$ cat src/rtl/pic_consts.svh
// Constants of the master interrupt controller: ports, fields, reset values
`ifndef PIC_CONSTS_SVH
`define PIC_CONSTS_SVH

// ----------------------------------------------------------------------
// Port addresses
// ----------------------------------------------------------------------
`define PORT_EVEN 8'he0
`define PORT_ODD 8'he2

// ----------------------------------------------------------------------
// Field positions and codes
// ----------------------------------------------------------------------
`define FIRST_WORD_BIT 4
`define WORD_FIVE_BIT 3
`define CMD_SEL_HI 4
`define CMD_SEL_LO 3
`define CMD_SEL_EOI 2'h0
`define CMD_SEL_THIRD 2'h1
`define EOI_CODE_HI 7
`define EOI_CODE_LO 5
`define EOI_CODE 3'h3
`define READ_REG_BIT 1
`define READ_SERVICE_BIT 0
`define VECTOR_HI 7
`define VECTOR_LO 3
`define SPURIOUS_LEVEL 3'h7

// ----------------------------------------------------------------------
// Reset values
// ----------------------------------------------------------------------
`define MASK_RESET 8'hff
`define BYTE_ZERO 8'h00
`define VECTOR_BASE_RESET 5'h00

`endif

$ cat src/rtl/pic_pkg.sv
// Types shared by the master interrupt controller files
package pic_pkg;
    typedef logic [7:0] byte_type;
    typedef enum logic [2:0] {
        UNINIT, WAIT_VECTOR, WAIT_SLAVE_MAP, WAIT_MODE,
        WAIT_TRIGGER, WAIT_LOCAL, READY
    } init_state_type;
    typedef enum logic {SEL_PENDING, SEL_SERVICE} status_sel_type;
endpackage : pic_pkg

$ cat src/rtl/master_pic.sv
// Master interrupt controller: init sequence, masking, nesting, vectoring
`timescale 1ns/1ns
`include "pic_consts.svh"

// What this block does, and what board setup and software must do
// (RULE1) Even-port byte write with data bit four set starts initialization.
// (RULE2) Initialization rearms edge sensing; level inputs request while high.
// (RULE3) The first init word clears the whole mask register.
// (RULE4) Initialization selects pending requests for even-port status reads.
// (RULE5) Initialization makes the next acknowledge the first of a pair.
// (RULE6) Local indicator stays high on acknowledge until word six arrives.
// (RULE7) Odd writes follow: words two, three, four, five if asked, six.
// (RULE8) No requests are taken before the last init word is written.
// (RULE9) Second acknowledge drives vector: base bits 7-3, level bits 2-0.
// (RULE10) Levels marked as vectoring slaves get no vector from this block.
// (RULE11) A slave request on an input is passed on as the CPU interrupt.
// (RULE12) Software sends end-of-service to both slave and master.
// (RULE13) Even port: status, first word, eoi, third; odd: mask, words.
// (RULE14) Operation words are accepted any time after initialization.
// (RULE15) Board setup writes the first word to select level and cascade.
// (RULE16) Board setup writes the vector word so level zero maps to base.
// (RULE17) Word three marks which levels carry a vectoring slave.
// (RULE18) Board setup selects normal nested, buffered master, 16-bit mode.
// (RULE19) Board setup writes word six as all ones, every level local.
// (RULE20) After setup, software masks all levels with operation word one.
// (RULE21) Software masks or grounds unused request inputs.
// (RULE22) Software masks the level of any slave not fitted.
// (RULE23) Eoi word: code 011 in top bits, low three bits pick level.
// (RULE24) Level zero highest; in-service blocks same and lower levels.
// (RULE25) Acknowledge drives local indicator low where word six bit is one.
// (RULE26) A set mask bit inhibits only its own level.
module master_pic #(
    parameter int LEVELS = 8
) (
    input wire logic clk,
    input wire logic reset,
    input wire logic [7:0] io_addr,
    input wire logic io_wr,
    input wire logic io_rd,
    input wire logic io_byte,
    input wire pic_pkg::byte_type io_wdata,
    input wire logic acknowledge_cycle,
    input wire logic [LEVELS-1:0] request_input,
    output pic_pkg::byte_type rd_data_reg,
    output logic int_out_reg,
    output pic_pkg::byte_type vector_reg,
    output logic vector_oe_reg,
    output logic local_ack_indicator_n_reg
);
    import pic_pkg::*;

    // Registers are byte wide, so only eight levels can be served
    if (LEVELS != 8) begin : g_check
        $error("master_pic: LEVELS must be 8");
    end

    // ------------------------------------------------------------------
    // State
    // ------------------------------------------------------------------
    init_state_type init_state_reg, init_state_next;
    status_sel_type status_sel_reg, status_sel_next;
    logic [7:0] level_mask_reg, level_mask_next;
    logic [7:0] in_service_reg, in_service_next;
    logic [7:0] init_word_slave_map_reg, init_word_slave_map_next;
    logic [7:0] init_word_trigger_sel_reg, init_word_trigger_sel_next;
    logic [7:0] init_word_local_sel_reg, init_word_local_sel_next;
    logic [4:0] vector_base_reg, vector_base_next;
    logic word_five_req_reg, word_five_req_next;
    logic local_done_reg, local_done_next;
    logic ack_second_reg, ack_second_next;
    logic ack_prev_reg, ack_prev_next;
    logic [2:0] service_level_reg, service_level_next;
    logic int_out_next;
    byte_type rd_data_next, vector_next;
    logic vector_oe_next, local_n_next;

    logic [7:0] pending_request_reg;
    logic [7:0] allow, eligible, clear_req;
    logic rearm, even_wr, odd_wr, first_wr, ack_rise, ready, any_eligible;
    logic [2:0] top_level;

    // ------------------------------------------------------------------
    // Request sensing
    // ------------------------------------------------------------------
    request_sense #(.LEVELS(LEVELS)) u_sense (
        .clk(clk),
        .reset(reset),
        .request_input(request_input),
        .level_mode(init_word_trigger_sel_reg),
        .rearm(rearm),
        .clear_req(clear_req),
        .pending(pending_request_reg)
    );

    // ------------------------------------------------------------------
    // Priority resolution
    // ------------------------------------------------------------------
    // A level is allowed only if no equal or higher level is in service
    for (genvar i = 0; i < 8; i++) begin : g_prio
        assign allow[i] = ~|in_service_reg[i:0]; // [RULE24]
    end
    assign ready = (init_state_reg == READY);
    assign eligible = pending_request_reg & ~level_mask_reg & allow
        & {8{ready}}; // [RULE8] [RULE26]
    assign any_eligible = |eligible;

    // Lowest set index is the highest priority
    always_comb begin
        top_level = `SPURIOUS_LEVEL;
        for (int j = 7; j >= 0; j--) begin
            if (eligible[j]) begin
                top_level = 3'(j);
            end
        end
    end

    // Byte accesses only; word accesses are ignored
    assign even_wr = io_wr && io_byte && (io_addr == `PORT_EVEN); // [RULE13]
    assign odd_wr = io_wr && io_byte && (io_addr == `PORT_ODD);
    assign first_wr = even_wr && io_wdata[`FIRST_WORD_BIT]; // [RULE1]
    assign ack_rise = acknowledge_cycle && !ack_prev_reg;

    // ------------------------------------------------------------------
    // Next-state logic
    // ------------------------------------------------------------------
    always_comb begin
        init_state_next = init_state_reg;
        status_sel_next = status_sel_reg;
        level_mask_next = level_mask_reg;
        in_service_next = in_service_reg;
        init_word_slave_map_next = init_word_slave_map_reg;
        init_word_trigger_sel_next = init_word_trigger_sel_reg;
        init_word_local_sel_next = init_word_local_sel_reg;
        vector_base_next = vector_base_reg;
        word_five_req_next = word_five_req_reg;
        local_done_next = local_done_reg;
        ack_second_next = ack_second_reg;
        ack_prev_next = acknowledge_cycle;
        service_level_next = service_level_reg;
        vector_next = vector_reg;
        vector_oe_next = vector_oe_reg;
        local_n_next = local_ack_indicator_n_reg;
        rd_data_next = `BYTE_ZERO;
        clear_req = `BYTE_ZERO;
        rearm = 1'b0;
        // Operation words on the even port after initialization
        if (even_wr && !first_wr && ready) begin // [RULE14]
            if (io_wdata[`CMD_SEL_HI:`CMD_SEL_LO] == `CMD_SEL_EOI &&
                io_wdata[`EOI_CODE_HI:`EOI_CODE_LO] == `EOI_CODE) begin
                in_service_next[io_wdata[2:0]] = 1'b0; // [RULE23]
            end else if (io_wdata[`CMD_SEL_HI:`CMD_SEL_LO] ==
                         `CMD_SEL_THIRD && io_wdata[`READ_REG_BIT]) begin
                status_sel_next = io_wdata[`READ_SERVICE_BIT] ?
                    SEL_SERVICE : SEL_PENDING;
            end
        end
        // Odd port walks the init sequence, then takes the mask
        if (odd_wr) begin
            case (init_state_reg) // [RULE7]
                WAIT_VECTOR: begin
                    vector_base_next = io_wdata[`VECTOR_HI:`VECTOR_LO];
                    init_state_next = WAIT_SLAVE_MAP;
                end
                WAIT_SLAVE_MAP: begin
                    init_word_slave_map_next = io_wdata; // [RULE17]
                    init_state_next = WAIT_MODE;
                end
                WAIT_MODE: begin
                    // Only normal nesting is built; mode bits are not kept
                    init_state_next = word_five_req_reg ? WAIT_TRIGGER :
                        WAIT_LOCAL;
                end
                WAIT_TRIGGER: begin
                    init_word_trigger_sel_next = io_wdata;
                    init_state_next = WAIT_LOCAL;
                end
                WAIT_LOCAL: begin
                    init_word_local_sel_next = io_wdata;
                    local_done_next = 1'b1;
                    init_state_next = READY;
                end
                READY: begin
                    level_mask_next = io_wdata; // [RULE26] [RULE14]
                end
                default: begin
                    init_state_next = init_state_reg;
                end
            endcase
        end
        // Status reads answer one cycle later
        if (io_rd && io_byte && io_addr == `PORT_EVEN) begin
            rd_data_next = (status_sel_reg == SEL_SERVICE) ?
                in_service_reg : pending_request_reg; // [RULE4]
        end else if (io_rd && io_byte && io_addr == `PORT_ODD) begin
            rd_data_next = level_mask_reg;
        end
        // Acknowledge pair; the set here follows the eoi clear, so it wins
        if (ack_rise && ready) begin
            if (!ack_second_reg) begin
                service_level_next = top_level;
                if (any_eligible) begin
                    in_service_next[top_level] = 1'b1;
                    clear_req[top_level] = 1'b1;
                end
                ack_second_next = 1'b1;
                local_n_next = !(local_done_reg &&
                    init_word_local_sel_reg[top_level]); // [RULE25]
            end else begin
                ack_second_next = 1'b0;
                if (!init_word_slave_map_reg[service_level_reg]) begin
                    vector_next = {vector_base_reg,
                        service_level_reg}; // [RULE9]
                    vector_oe_next = 1'b1;
                end // Slave level: the slave supplies it [RULE10]
                local_n_next = !(local_done_reg &&
                    init_word_local_sel_reg[service_level_reg]); // [RULE6]
            end
        end
        if (!acknowledge_cycle) begin
            vector_oe_next = 1'b0;
            local_n_next = 1'b1;
        end
        // Slave and local requests alike raise the CPU interrupt
        int_out_next = any_eligible && !ack_second_next; // [RULE11]
        // First word overrides all but read data, vector outputs and service level in its cycle
        if (first_wr) begin
            init_state_next = WAIT_VECTOR;
            word_five_req_next = io_wdata[`WORD_FIVE_BIT];
            level_mask_next = `BYTE_ZERO; // [RULE3]
            status_sel_next = SEL_PENDING; // [RULE4]
            ack_second_next = 1'b0; // [RULE5]
            local_done_next = 1'b0; // [RULE6]
            local_n_next = 1'b1; // [RULE6]
            init_word_trigger_sel_next = `BYTE_ZERO;
            in_service_next = `BYTE_ZERO;
            rearm = 1'b1; // [RULE2]
            int_out_next = 1'b0; // [RULE8]
        end
    end

    // ------------------------------------------------------------------
    // Registers
    // ------------------------------------------------------------------
    always_ff @(posedge clk or posedge reset) begin
        if (reset) begin
            init_state_reg <= UNINIT;
            status_sel_reg <= SEL_PENDING;
            level_mask_reg <= `MASK_RESET;
            in_service_reg <= `BYTE_ZERO;
            init_word_slave_map_reg <= `BYTE_ZERO;
            init_word_trigger_sel_reg <= `BYTE_ZERO;
            init_word_local_sel_reg <= `BYTE_ZERO;
            vector_base_reg <= `VECTOR_BASE_RESET;
            word_five_req_reg <= 1'b0;
            local_done_reg <= 1'b0;
            ack_second_reg <= 1'b0;
            ack_prev_reg <= 1'b0;
            service_level_reg <= `SPURIOUS_LEVEL;
            int_out_reg <= 1'b0;
            rd_data_reg <= `BYTE_ZERO;
            vector_reg <= `BYTE_ZERO;
            vector_oe_reg <= 1'b0;
            local_ack_indicator_n_reg <= 1'b1;
        end else begin
            init_state_reg <= init_state_next;
            status_sel_reg <= status_sel_next;
            level_mask_reg <= level_mask_next;
            in_service_reg <= in_service_next;
            init_word_slave_map_reg <= init_word_slave_map_next;
            init_word_trigger_sel_reg <= init_word_trigger_sel_next;
            init_word_local_sel_reg <= init_word_local_sel_next;
            vector_base_reg <= vector_base_next;
            word_five_req_reg <= word_five_req_next;
            local_done_reg <= local_done_next;
            ack_second_reg <= ack_second_next;
            ack_prev_reg <= ack_prev_next;
            service_level_reg <= service_level_next;
            int_out_reg <= int_out_next;
            rd_data_reg <= rd_data_next;
            vector_reg <= vector_next;
            vector_oe_reg <= vector_oe_next;
            local_ack_indicator_n_reg <= local_n_next;
        end
    end
endmodule : master_pic

$ cat src/rtl/request_sense.sv
// Per-level request synchroniser with edge or level sensing
`timescale 1ns/1ns
module request_sense #(
    parameter int LEVELS = 8
) (
    input wire logic clk,
    input wire logic reset,
    input wire logic [LEVELS-1:0] request_input,
    input wire logic [LEVELS-1:0] level_mode,
    input wire logic rearm,
    input wire logic [LEVELS-1:0] clear_req,
    output logic [LEVELS-1:0] pending
);
    // ------------------------------------------------------------------
    // One slice per request level
    // ------------------------------------------------------------------
    for (genvar i = 0; i < LEVELS; i++) begin : g_level
        logic meta_reg, sync_reg, prev_reg, latch_reg;
        logic prev_next, latch_next;
        // Rearm forces prev high, so a line already high needs a new rise
        always_comb begin
            prev_next = rearm ? 1'b1 : sync_reg;
            latch_next = latch_reg;
            if (clear_req[i]) begin
                latch_next = 1'b0;
            end
            // Edge seen wins over a clear in the same cycle
            if (sync_reg && !prev_reg) begin
                latch_next = 1'b1;
            end
            if (rearm) begin
                latch_next = 1'b0;
            end
        end
        // Two-stage synchroniser, meta_reg feeds only sync_reg
        always_ff @(posedge clk or posedge reset) begin
            if (reset) begin
                meta_reg <= 1'b0;
                sync_reg <= 1'b0;
                prev_reg <= 1'b1;
                latch_reg <= 1'b0;
            end else begin
                meta_reg <= request_input[i];
                sync_reg <= meta_reg;
                prev_reg <= prev_next;
                latch_reg <= latch_next;
            end
        end
        assign pending[i] = level_mode[i] ? sync_reg : latch_reg; // [RULE2]
    end
endmodule : request_sense

$ cat config.mk
export PLATFORM = sky130hd
export DESIGN_NAME = master_pic
export DESIGN_NICKNAME = d
export VERILOG_FILES = /design/src/rtl/pic_pkg.sv /design/src/rtl/master_pic.sv /design/src/rtl/request_sense.sv
export VERILOG_INCLUDE_DIRS = /design/src /design/src/rtl
export SDC_FILE = /design/constraint.sdc
export NUM_CORES = 1
export LEC_CHECK = 0
export ABC_CLOCK_PERIOD_IN_PS = 10900
export BUFFER_PORTS_ARGS = -buffer_cell sky130_fd_sc_hd__buf_2
export CAP_MARGIN = 10
export CELL_PAD_IN_SITES_DETAIL_PLACEMENT = 2
export CELL_PAD_IN_SITES_GLOBAL_PLACEMENT = 2
export CORE_MARGIN = 2
export CORE_UTILIZATION = 35
export CTS_CLUSTER_DIAMETER = 200
export DETAILED_ROUTE_END_ITERATION = 16
export GPL_ROUTABILITY_DRIVEN = 0
export GPL_TIMING_DRIVEN = 1
export PLACE_DENSITY_LB_ADDON = 0.1
export SETUP_SLACK_MARGIN = 0.4
export SYNTH_ARGS = -nofsm -noshare
export SYNTH_HDL_FRONTEND = slang
export SYNTH_SLANG_ARGS = --single-unit
$ cat constraint.sdc
create_clock -name clk -period 10.9 [get_ports clk]
set_input_delay 2.725 -clock clk [delete_from_list [all_inputs] [get_ports clk]]
set_output_delay 2.725 -clock clk [all_outputs]
set_load 0.02 [all_outputs]
==> Word-level counts from Yosys, hierarchy flattened <==
Index checks and enable logic that the tools add are counted.
{ "word_totals": {"register_bits": 107, "latch_bits": 0, "mem_bits_rw": 0, "rom_bits": 0, "mem_count": 0} }
{ "op_classes": {"add_sub_neg": 0, "mul": 0, "div_mod_pow": 0, "n_lt_le_gt_ge": 5, "n_eq_ne": 15, "shift": 0, "n_mux": 100, "n_bitwise": 9, "n_reduce_logical": 82} }
{ "op_table": {"columns": ["cell", "n"], "rows": [
  ["8-bit 2-to-1 mux", 18],
  ["1-bit 2-to-1 mux", 68],
  ["8-bit bitwise AND", 4],
  ["1-bit logical AND", 26],
  ["3-bit nonzero test", 8],
  ["1-bit logical NOT", 21],
  ["3-bit 2-to-1 mux", 6],
  ["8-bit equality test (second input constant)", 2],
  ["8-bit NOT", 2],
  ["2-bit AND reduction", 8],
  ["8-bit OR reduction", 2],
  ["3-bit case mux with 5 select lines", 1],
  ["3-bit by 4-bit less-than comparator with 1-bit output (second input constant)", 3],
  ["2-bit nonzero test", 6],
  ["1-bit binary-select mux with 3-bit select", 3],
  ["3-bit by 2-bit equality test with 1-bit output (second input constant)", 3],
  ["3-bit equality test (second input constant)", 3],
  ["3-bit AND reduction", 3],
  ["8-bit bitwise OR", 1],
  ["7-bit OR reduction", 1],
  ["1-bit demux with 3-bit select", 2],
  ["3-bit by 1-bit >= comparator with 1-bit output (second input constant)", 2],
  ["6-bit nonzero test", 1],
  ["6-bit OR reduction", 1],
  ["other kinds (12)", 16]
]} }

==> Logic depth before layout (Yosys ltp) <==
Gate-level depths: netlist of run 1.
{ "depth": {"depth_word": 21, "ltp_mapped": 9, "ltp_nobuf": 7} }

==> Hierarchy <==
A second synthesis of run 1 with hierarchy kept.
{ "hier_totals": {"hier_cells": 442, "hier_area_um2": 4863.4} }
{ "modules_own_cells": {"columns": ["module", "n_inst", "cells_per_inst", "area_per_inst_um2", "seq_area_each_um2"], "rows": [
  ["master_pic", 1, 368, 3757.4, 1891.8],
  ["request_sense", 1, 74, 1106.1, 810.8]
]} }

==> Least setup slack after synthesis of run 1 <==
No wires, ideal clock.
{ "synth_path": {"kind": "input to register", "startpoint": "input io_addr[3]", "endpoint": "register vector_base_reg[0]", "setup_ps": 125, "arrival_ps": 4195, "required_ps": 10775, "path_slack_ps": 6580, "path_stages": 7, "n_path_buf": 1, "cell_sequence": "nor4b_1 > nor2b_1 > and3_1 > buf_4 > nand2_1 > nor3_2 > mux2_2"} }
{ "synth_between": {"elab_chain_cells": 3} }
{ "synth_lines": {"columns": ["element", "line_no", "rtl"], "rows": [
  ["start: declaration", "master_pic.sv:37", "input wire logic [7:0] io_addr,"],
  ["8-bit equality test (no source line)", null, null],
  ["1-bit logical AND", "master_pic.sv:119", "assign odd_wr = io_wr && io_byte && (io_addr == `PORT_ODD);"],
  ["2-bit AND reduction (no source line)", null, null],
  ["end signal: assignment", "master_pic.sv:253", "vector_base_reg <= `VECTOR_BASE_RESET;"],
  ["end signal: assignment", "master_pic.sv:272", "vector_base_reg <= vector_base_next;"],
  ["end: declaration", "master_pic.sv:67", "logic [4:0] vector_base_reg, vector_base_next;"]
]} }
Every way passes these cells.
A chain may end at the register's enable or synchronous reset.

==> Final worst setup path of run 1 <==
{ "layout_path": {"startpoint": "input io_addr[3]", "endpoint": "register init_word_trigger_sel_reg[3]"} }
{ "layout_between": {"elab_chain_cells": 5} }
{ "layout_lines": {"columns": ["element", "line_no", "rtl"], "rows": [
  ["8-bit equality test (no source line)", null, null],
  ["1-bit logical AND", "master_pic.sv:118", "assign even_wr = io_wr && io_byte && (io_addr == `PORT_EVEN);"],
  ["1-bit logical AND", "master_pic.sv:120", "assign first_wr = even_wr && io_wdata[`FIRST_WORD_BIT];"],
  ["2-bit nonzero test (no source line)", null, null],
  ["2-bit AND reduction (no source line)", null, null],
  ["end signal: assignment", "master_pic.sv:251", "init_word_trigger_sel_reg <= `BYTE_ZERO;"],
  ["end signal: assignment", "master_pic.sv:270", "init_word_trigger_sel_reg <= init_word_trigger_sel_next;"],
  ["end: declaration", "master_pic.sv:65", "logic [7:0] init_word_trigger_sel_reg, init_word_trigger_sel_next;"]
]} }
Parallel ways exist; a longest one is shown, timed or not.

==> results of run 1 <==
## final timing paths
path / endpoint / slack [ns] / depth (start not counted)
min reg2reg: u_sense.g_level[6].sync_reg$_DFF_PP0_ / 0.35 / 0
min: u_sense.g_level[6].sync_reg$_DFF_PP0_ / 0.35 / 0
min in group asynchronous: u_sense.g_level[7].sync_reg$_DFF_PP0_ / 2.41 / 2
max: init_word_trigger_sel_reg[3]$_DFFE_PP0P_ / 6.12 / 8
max in group asynchronous: rd_data_reg[4]$_DFF_PP0_ / 7.25 / 3
max reg2reg: vector_reg[2]$_DFFE_PP0P_ / 8.54 / 4
## synthesized netlist by cell type (all sizes together) (4+ instances only)
cell type  count
a21oi         32
and2           6
and3           6
buf           10
clkbuf         8
dfrtp         87
dfstp         20
inv            6
mux2          30
mux2i         24
mux4           4
nand2         39
nand2b        13
nand3          4
nor2          45
nor2b          9
nor3           8
o21ai         19
o31ai          4
## logic make-up (layout without fill, tap and decap cells)
group | count (synthesis) | after routing | share of synthesized area [%]
AO/OA/AOI/OAI | 73 | 73 | 9.46
adder cells (fa/ha/maj) | 1 | 1 | 0.266
buffers and inverters | 24 | 71 | 2.21
flip-flops | 107 | 107 | 57.6
multiplexers | 58 | 58 | 14.3
AND/OR/NAND/NOR | 146 | 146 | 16.2
## power groups by stage
stage          combinational (mW)  clock (mW)  sequential, mW
2_1_floorplan              0.0141           0           0.413
3_3_place_gp               0.0279           0           0.413
3_5_place_dp               0.0291           0           0.414
4_1_cts                    0.0293       0.338           0.406
5_1_grt                    0.0318       0.355           0.407
6_report                   0.0280       0.327           0.406
## final cells by class
cell class                 count  area, um^2  area share [%]
tap                          176         220            4.09
inverter                       6        25.0           0.465
clock buffer                   9         225            4.18
clock inverter                 6        66.3            1.23
timing repair buffer          50         255            4.74
multi-input combinational    278        1890            35.1
sequential                   107        2700            50.2
## critical path: stages
cell and delay, ns:
buf_2 0.10, nor4b_1 0.39, and4bb_2 0.35, and2_1 0.90
a31oi_1 0.09, buf_4 0.25, nand2_1 0.10, o21ai_0 0.09
## through the flow
stage	utilization, %	setup slack (ns)	power (mW)	instance area [um^2]
3_5_place_dp	38.6	5.71	0.443	5090
5_1_grt	40.8	5.89	0.794	5380
4_1_cts	40.8	6.07	0.774	5380
3_3_place_gp	38.6	5.91	0.441	5090
2_1_floorplan	-	5.39	0.427	4690
6_report	40.8	6.12	0.761	5380
## metal layers
layer	vias up	routed length [um]
li1	1517	-
met1	1739	5950
met2	46	6260
met3	13	328
met4	0	208
met5	-	0
==> flow_summary.yaml, run 1 <==
sta:
  slew_violations: 0
  fin_skew_ns: 0.00505
  clock.fmax_mhz: 209
  setup_viol: 0
  tightest_slew_ns: 1.13
  tns_ns: 0
  slew_headroom_pct: 24.8
  fin_crit_ns: 4.78
  hold_viol_final: 0
  rsz0062_at_grt: "false"
  hold_slack_ns: 0.351
  finalCritPeriodShare_pct: 43.9
setup_path:
  end_kind: "flop"
  critPathArrivalTime_ns: 5.01
  start_kind: "input port"
  crit_type: "in -> reg"
  startpoint: "io_addr[3]"
  cp_max_fo: 29
  worstPathRequired_ns: 11.13
  timing.rr.start: "service_level_reg[0]$_DFFE_PP1P_"
clocking:
  htreeDepth: 3
  clkTransAtPathRegs_ns: 0.07
  holdBufCountCts: 0
  root_buffer: "clkbuf_16"
  cts.path.max_buffers: 2
  cts_inserted_buffers: 9
  clock_sinks: 107
  post-cts-setup-buffers: 0
  clock_latency_ns: 0.35
  cts-resized-gates: 0
  cts_tree: "built"
finish:
  fillers: 1381
  drive_gt1_share_pct: 29.8
  insertedDiodeCount: 0
  area_growth_pct: 14.7
  layout_common_cells: "87 x dfrtp_1, 48 x buf_2, 44 x nor2_1, 38 x nand2_1, 32 x a21oi_1"
  stdcell_count: 632
  nets: 483
  final_common_cell: "dfrtp_1"
floorplanning:
  die_h_um: 120
  core-area_um2: 13200
  ios: 49
  die_area_um2: 14400
  rows: 42
  dieWidth_um: 120
  start_util_pct: 35.6
synth:
  synth-seq-cells: 107
  syn_nets: 440
  yosysWarningCount: 0
  ys_async_sr_fraction_pct: 100
  yosysUniqueCellTypes: 53
  synth-main-ff-cell: "dfrtp_1"
  synth_area_per_cell_um2: 11.5
  yosysTopAreaCellShare_pct: 46.4
  synth_top_area_cell: "dfrtp_1"
  synth.area.top_cells: "dfrtp_1 46%, dfstp_2 11%, mux2_2 7.0%"
  syn-cell-area_um2: 4690
  synth_edf_count: 0
  ys_seq_area_share_pct: 57.6
  syn-instance-count: 409
power:
  clkPwrFrac_pct: 42.9
  power.internal_uw: 589
  swShare_pct: 22.6
  p_leak_nw: 2.45
  seqPwrFrac_pct: 53.4
  p_sw_uw: 172
  vdd_ir_drop_max_mv: 0.0576
  comb_power_share_pct: 3.7
  p_per_area_nw_per_um2: 141
global_route:
  grt_util_met1_pct: 26.1
  grt_pass1_vias: 3739
  track_usage_pct: 19.5
  grtUsageMet2_pct: 32.4
  grt_antenna_before_repair: 0
  top_usage_layer: "met2"
  grt_pass1_wl_um: 21100
  grt_overflow: 0
  met3_usage_pct: 2.90
  grt_max_degree: 65
detailed_routing:
  via_count: 3315
  final_antenna_net_count: 0
  viasPerCell: 5.25
  dr.pass1.iters: 4
  initialDrtViolationCount: 120
  wire_per_inst_um: 20.2
  drc: 0
  wirelength_um: 12700
run_status:
  status: "finished, final reports clean"
placement:
  dp_cells: 617
  io_buffers: 48
  dp_hpwl_um: 8950
min_path:
  min_from: "u_sense.g_level[6].meta_reg$_DFF_PP0_"
  hp-class: "reg -> reg"
job:
  cap_violations: 0
Note: power is estimated with default switching activity, not from simulation.
==> inputs of run 2 (changes only) <==
--- a/config.mk
+++ b/config.mk
@@ -6,7 +6,7 @@
 export SDC_FILE = /design/constraint.sdc
 export NUM_CORES = 1
 export LEC_CHECK = 0
-export ABC_CLOCK_PERIOD_IN_PS = 10900
+export ABC_CLOCK_PERIOD_IN_PS = 4100
 export BUFFER_PORTS_ARGS = -buffer_cell sky130_fd_sc_hd__buf_2
 export CAP_MARGIN = 10
 export CELL_PAD_IN_SITES_DETAIL_PLACEMENT = 2
==> constraint.sdc (replaced) <==
create_clock -name clk -period 4.1 [get_ports clk]
set_input_delay 1.025 -clock clk [delete_from_list [all_inputs] [get_ports clk]]
set_output_delay 1.025 -clock clk [all_outputs]
set_load 0.02 [all_outputs]
==> run 2 against run 1 <==
  * Combinational power rose to 2.7 times the previous value
  * Core utilization rose by 0.43 points
  * Final area rose by 1.0%
  * Critical path type unchanged
==> flow_summary.yaml, run 2 (synthesis gave the netlist of run 1 again) <==
run_status:
  status: "finished, final reports clean"
setup_path:
  timing.rr.start: "service_level_reg[0]$_DFFE_PP1P_"
  worstPathRequired_ns: 4.34
  regToRegSetupSlack_ns: 1.77
  end_kind: "flop"
  critPathArrivalTime_ns: 2.97
  crit_type: "in -> reg"
  rr_endpoint: "vector_reg[7]$_DFFE_PP0P_"
  path_buf_inv: 1
  reg2reg_depth: 4
  cp_top_family: "simple AND/OR/NAND/NOR gates"
  cp_slowest_cell: "nor3b_4"
  crit_path_cell_trace: "buf_2, nor4b_1, nor2b_1, and3_1, nor3b_4, mux2_2"
  start_kind: "input port"
  cp_max_fo: 8
  cpPeakStageDelay_ns: 0.54
floorplanning:
  ios: 49
  die_h_um: 120
  dieWidth_um: 120
  die_area_um2: 14400
  start_util_pct: 35.6
  core-area_um2: 13200
  rows: 42
placement:
  place_area_um2: 5120
  io_buffers: 48
  dp_hpwl_um: 8940
  dp_cells: 619
power:
  p_leak_nw: 2.48
  vdd_ir_drop_max_mv: 0.227
  p_per_area_nw_per_um2: 380
global_route:
  grt_pass1_vias: 3607
  grt_overflow: 0
  track_usage_pct: 19.0
  grt_pass1_wl_um: 20500
  grt_max_degree: 58
  grt_antenna_before_repair: 0
sta:
  setup_viol: 0
  hold_viol_final: 0
  slew_violations: 0
  finalCritPeriodShare_pct: 66.5
  slew_headroom_pct: 37.3
  fin_skew_ns: 0.00925
  fin_crit_ns: 2.72
  tns_ns: 0
  tightest_slew_ns: 0.938
  hold_slack_ns: 0.352
  rsz0062_at_grt: "false"
  clock.fmax_mhz: 367
job:
  cap_violations: 0
detailed_routing:
  wire_per_inst_um: 19.7
  viasPerCell: 5.18
  via_count: 3290
  drc: 0
  dr.pass1.iters: 4
  wirelength_um: 12500
  initialDrtViolationCount: 115
  final_antenna_net_count: 0
finish:
  area_growth_pct: 15.9
  drive_gt1_share_pct: 30.3
  layout_common_cells: "87 x dfrtp_1, 48 x buf_2, 44 x nor2_1, 38 x nand2_1, 32 x a21oi_1"
  final_area_um2: 5440
  insertedDiodeCount: 0
  final_common_cell: "dfrtp_1"
  final_core_util_pct: 41.2
  stdcell_count: 635
  nets: 485
  fillers: 1404
clocking:
  root_buffer: "clkbuf_16"
  htreeDepth: 3
  clkTransAtPathRegs_ns: 0.07
  cts-resized-gates: 0
  clock_sinks: 107
  holdBufCountCts: 0
  clock_latency_ns: 0.35
  cts_inserted_buffers: 9
  post-cts-setup-buffers: 0
  cts.path.max_buffers: 2
  cts_tree: "built"
min_path:
  hp-class: "reg -> reg"
  hold_path_depth: 0
  min_from: "u_sense.g_level[5].meta_reg$_DFF_PP0_"
  hold_end: "u_sense.g_level[5].sync_reg$_DFF_PP0_"
==> run 2: cell type report <==
class	count	area, um^2	area share [%]
clock inverter	5	66.3	1.22
sequential	107	2700	49.7
inverter	6	26.3	0.483
tap	176	220	4.05
clock buffer	11	253	4.65
timing repair buffer	52	283	5.20
multi-input combinational	278	1890	34.7
==> run 2: worst max path at each step <==
stage                from                                     end  slack [ns]  cells after the start
2_1_floorplan  io_addr[3]          vector_base_reg[0]$_DFFE_PP0P_        1.48                      7
3_3_place_gp   io_addr[3]  init_word_slave_map_reg[7]$_DFFE_PP0P_        1.06                      6
3_5_place_dp   io_addr[3]  init_word_slave_map_reg[1]$_DFFE_PP0P_        0.97                      6
4_1_cts        io_addr[3]  init_word_slave_map_reg[1]$_DFFE_PP0P_        1.36                      6
5_1_grt        io_addr[3]          vector_base_reg[0]$_DFFE_PP0P_        1.21                      7
6_report       io_addr[3]  init_word_slave_map_reg[0]$_DFFE_PP0P_        1.38                      6
==> run 2: routing by layer <==
metal	GRT usage (%)	share of wire, %	vias up
met5	0	0	-
met4	5.07	1.2	0
met3	3.66	2.5	10
met2	31.0	48	43
met1	25.9	48	1716
li1	-	-	1521
==> run 2: per-stage QoR <==
stage / setup slack, ns / power (mW)
2_1_floorplan: 1.48 / 1.13
3_3_place_gp: 1.06 / 1.18
3_5_place_dp: 0.968 / 1.18
4_1_cts: 1.36 / 2.11
5_1_grt: 1.21 / 2.15
6_report: 1.38 / 2.07
==> run 2: power breakdown <==
group / internal (mW) / leakage, nW / switching [mW]
Sequential: 1.07 / 1.33 / 0.00708
Combinational: 0.0244 / 0.996 / 0.0518
Clock: 0.515 / 0.154 / 0.397
Total: 1.61 / 2.48 / 0.456
==> inputs of run 3 (changes only) <==
--- a/config.mk
+++ b/config.mk
@@ -6,7 +6,7 @@
 export SDC_FILE = /design/constraint.sdc
 export NUM_CORES = 1
 export LEC_CHECK = 0
-export ABC_CLOCK_PERIOD_IN_PS = 4100
+export ABC_CLOCK_PERIOD_IN_PS = 2300
 export BUFFER_PORTS_ARGS = -buffer_cell sky130_fd_sc_hd__buf_2
 export CAP_MARGIN = 10
 export CELL_PAD_IN_SITES_DETAIL_PLACEMENT = 2
==> constraint.sdc (replaced) <==
create_clock -name clk -period 2.3 [get_ports clk]
set_input_delay 0.575 -clock clk [delete_from_list [all_inputs] [get_ports clk]]
set_output_delay 0.575 -clock clk [all_outputs]
set_load 0.02 [all_outputs]
==> run 3 against run 2 <==
  * Clock power is 84% higher
  * Non-clock buffer count rose by 42
  * First-iteration DRC count grew 57%
  * Count of clock-buffer cells in the layout decreased by 1
  * Register-to-register slack worse by 1.6 ns
  * Via count up 7.8%
  * Critical endpoint is now local_ack_indicator_n_reg$_DFFE_PP1P_
==> flow_summary.yaml, run 3 (synthesis gave the netlist of run 1 again) <==
run_status:
  status: "finished, final reports clean"
floorplanning:
  dieWidth_um: 120
  core-area_um2: 13200
  rows: 42
  start_util_pct: 35.6
  ios: 49
  die_area_um2: 14400
  die_h_um: 120
power:
  power.internal_mw: 2.86
  seqPwrFrac_pct: 51.3
  p_per_area_nw_per_um2: 613
  swShare_pct: 23.8
  comb_power_share_pct: 4.0
  vdd_ir_drop_max_mv: 0.439
  p_sw_uw: 892
  p_leak_nw: 2.81
  clkPwrFrac_pct: 44.7
finish:
  seqCellArea_um2: 2710
  multi_input_area_um2: 2190
  nets: 527
  insertedDiodeCount: 0
  drive_gt1_share_pct: 43.7
  final_common_cell: "dfrtp_1"
  area_growth_pct: 30.4
  layout_common_cells: "82 x dfrtp_1, 48 x buf_2, 44 x nor2_1, 37 x buf_4, 34 x nand2_1"
  fillers: 1333
detailed_routing:
  initialDrtViolationCount: 181
  wire_per_inst_um: 21.4
  via_count: 3548
  drc: 0
  wirelength_um: 14500
  final_antenna_net_count: 0
  viasPerCell: 5.24
  dr.pass1.iters: 4
setup_path:
  cp_max_fo: 5
  worstPathRequired_ns: 2.57
  reg2reg_depth: 7
  cpPeakStageDelay_ns: 0.48
  end_kind: "flop"
  cp_slowest_cell: "dfrtp_2"
  regToRegSetupSlack_ns: 0.13
  cpMostUsedCell: "mux2i_1"
  crit_type: "reg -> reg"
  rr_endpoint: "local_ack_indicator_n_reg$_DFFE_PP1P_"
  timing.rr.start: "in_service_reg[1]$_DFF_PP0_"
  crit_path_cell_trace: "buf_4, nor3_2, o21a_1, a41o_2, mux2i_1, mux2i_1, o211ai_1"
  critPathArrivalTime_ns: 2.45
  start_kind: "flop"
clocking:
  cts_tree: "built"
  clock_latency_ns: 0.36
  clock_sinks: 107
  root_buffer: "clkbuf_16"
  htreeDepth: 3
  cts.path.max_buffers: 2
  clkTransAtPathRegs_ns: 0.08
  cts_inserted_buffers: 9
global_route:
  track_usage_pct: 20.9
  grt_antenna_before_repair: 0
  grt_pass1_vias: 3839
  grt_max_degree: 108
  grt_pass1_wl_um: 22300
  grt_overflow: 0
sta:
  tightest_slew_ns: 0.609
  clock.fmax_mhz: 460
  setup_viol: 0
  tns_ns: 0
  slew_violations: 0
  worst_slack_ns: 0.126
  hold_viol_final: 0
  fin_crit_ns: 2.17
  finalCritPeriodShare_pct: 94.5
  rsz0062_at_grt: "true"
  fin_skew_ns: 0.00772
  slew_headroom_pct: 59.4
placement:
  dp_hpwl_um: 9230
  io_buffers: 48
  dp_slack_ns: -0.0321
min_path:
  hold_path_depth: 1
  hp-class: "in -> reg"
  min_from: "request_input[1]"
  hold_end: "u_sense.g_level[1].meta_reg$_DFF_PP0_"
job:
  cap_violations: 0
run 3: cell types whose count changed in the layout (fill, tap and decap cells not counted), moves of 5 or more:
cell / change
dfrtp_2: +5
mux2_2: -12
a21oi_1: -9
buf_4: +34
mux2_4: +12
dfrtp_1: -5
a21oi_2: +8
run 3: worst max-delay path, delay by kind of cell (launching register included):
| family | cells | cell delay (ns) |
|---|---|---|
| muxes | 2 | 0.32 |
| AOI/OAI and AO/OA | 3 | 0.74 |
| DFF | 1 | 0.48 |
| and+or+nand+nor | 1 | 0.39 |
| buffers and inverters | 1 | 0.17 |
run 3: per-layer routing:
layer | vias up | wire, um | global-route usage (%)
li1 | 1605 | - | -
met1 | 1856 | 6480 | 28.2
met2 | 68 | 7310 | 33.9
met3 | 19 | 455 | 3.80
met4 | 0 | 257 | 7.06
met5 | - | 0 | 0
run 3: worst max-delay path by stage:
stage                                            from                                endpoint  slack (ns)
after global routing      in_service_reg[1]$_DFF_PP0_   local_ack_indicator_n_reg$_DFFE_PP1P_        0.07
after CTS                 in_service_reg[2]$_DFF_PP0_   local_ack_indicator_n_reg$_DFFE_PP1P_        0.17
after detailed placement                   io_addr[3]          vector_base_reg[4]$_DFFE_PP0P_       -0.03
after global placement                     io_addr[3]          vector_base_reg[1]$_DFFE_PP0P_        0.01
final                     in_service_reg[1]$_DFF_PP0_   local_ack_indicator_n_reg$_DFFE_PP1P_        0.13
after floorplan                            io_addr[3]  init_word_slave_map_reg[1]$_DFFE_PP0P_        0.20
run 3: repair_timing:
item,CTS,global route
hold endpoints to repair,0,0
setup endpoints to repair,38,55
setup buffers,9,12
resized for setup,20,37
cloned,0,0
pin swaps,13,23
hold buffers,0,0
run 3: power by group through the flow:
stage               combinational (mW)  sequential [mW]  clock (mW)
floorplan                       0.0682             1.96           0
global placement                 0.144             1.96           0
detailed placement               0.149             1.96           0
CTS                              0.152             1.93        1.73
global route                     0.169             1.93        1.80
finish                           0.152             1.93        1.68
run 3: metrics by stage:
step	hold slack (ns)	utilization, %	total power, mW	area (um^2)	cells
after floorplan	0.331	-	2.02	4790	409
after global placement	0.333	41.0	2.10	5400	640
after detailed placement	0.338	41.0	2.11	5400	640
after CTS	0.297	44.6	3.80	5890	665
after global routing	0.295	46.4	3.89	6120	677
final	0.311	46.4	3.75	6120	677
run 3: cell type report:
class / instances / area share, %
Clock inverter: 6 / 1.29
Multi-Input combinational cell: 278 / 35.7
Sequential cell: 107 / 44.2
Clock buffer: 10 / 3.90
Inverter: 6 / 0.429
Timing Repair Buffer: 94 / 10.8
Tap cell: 176 / 3.60
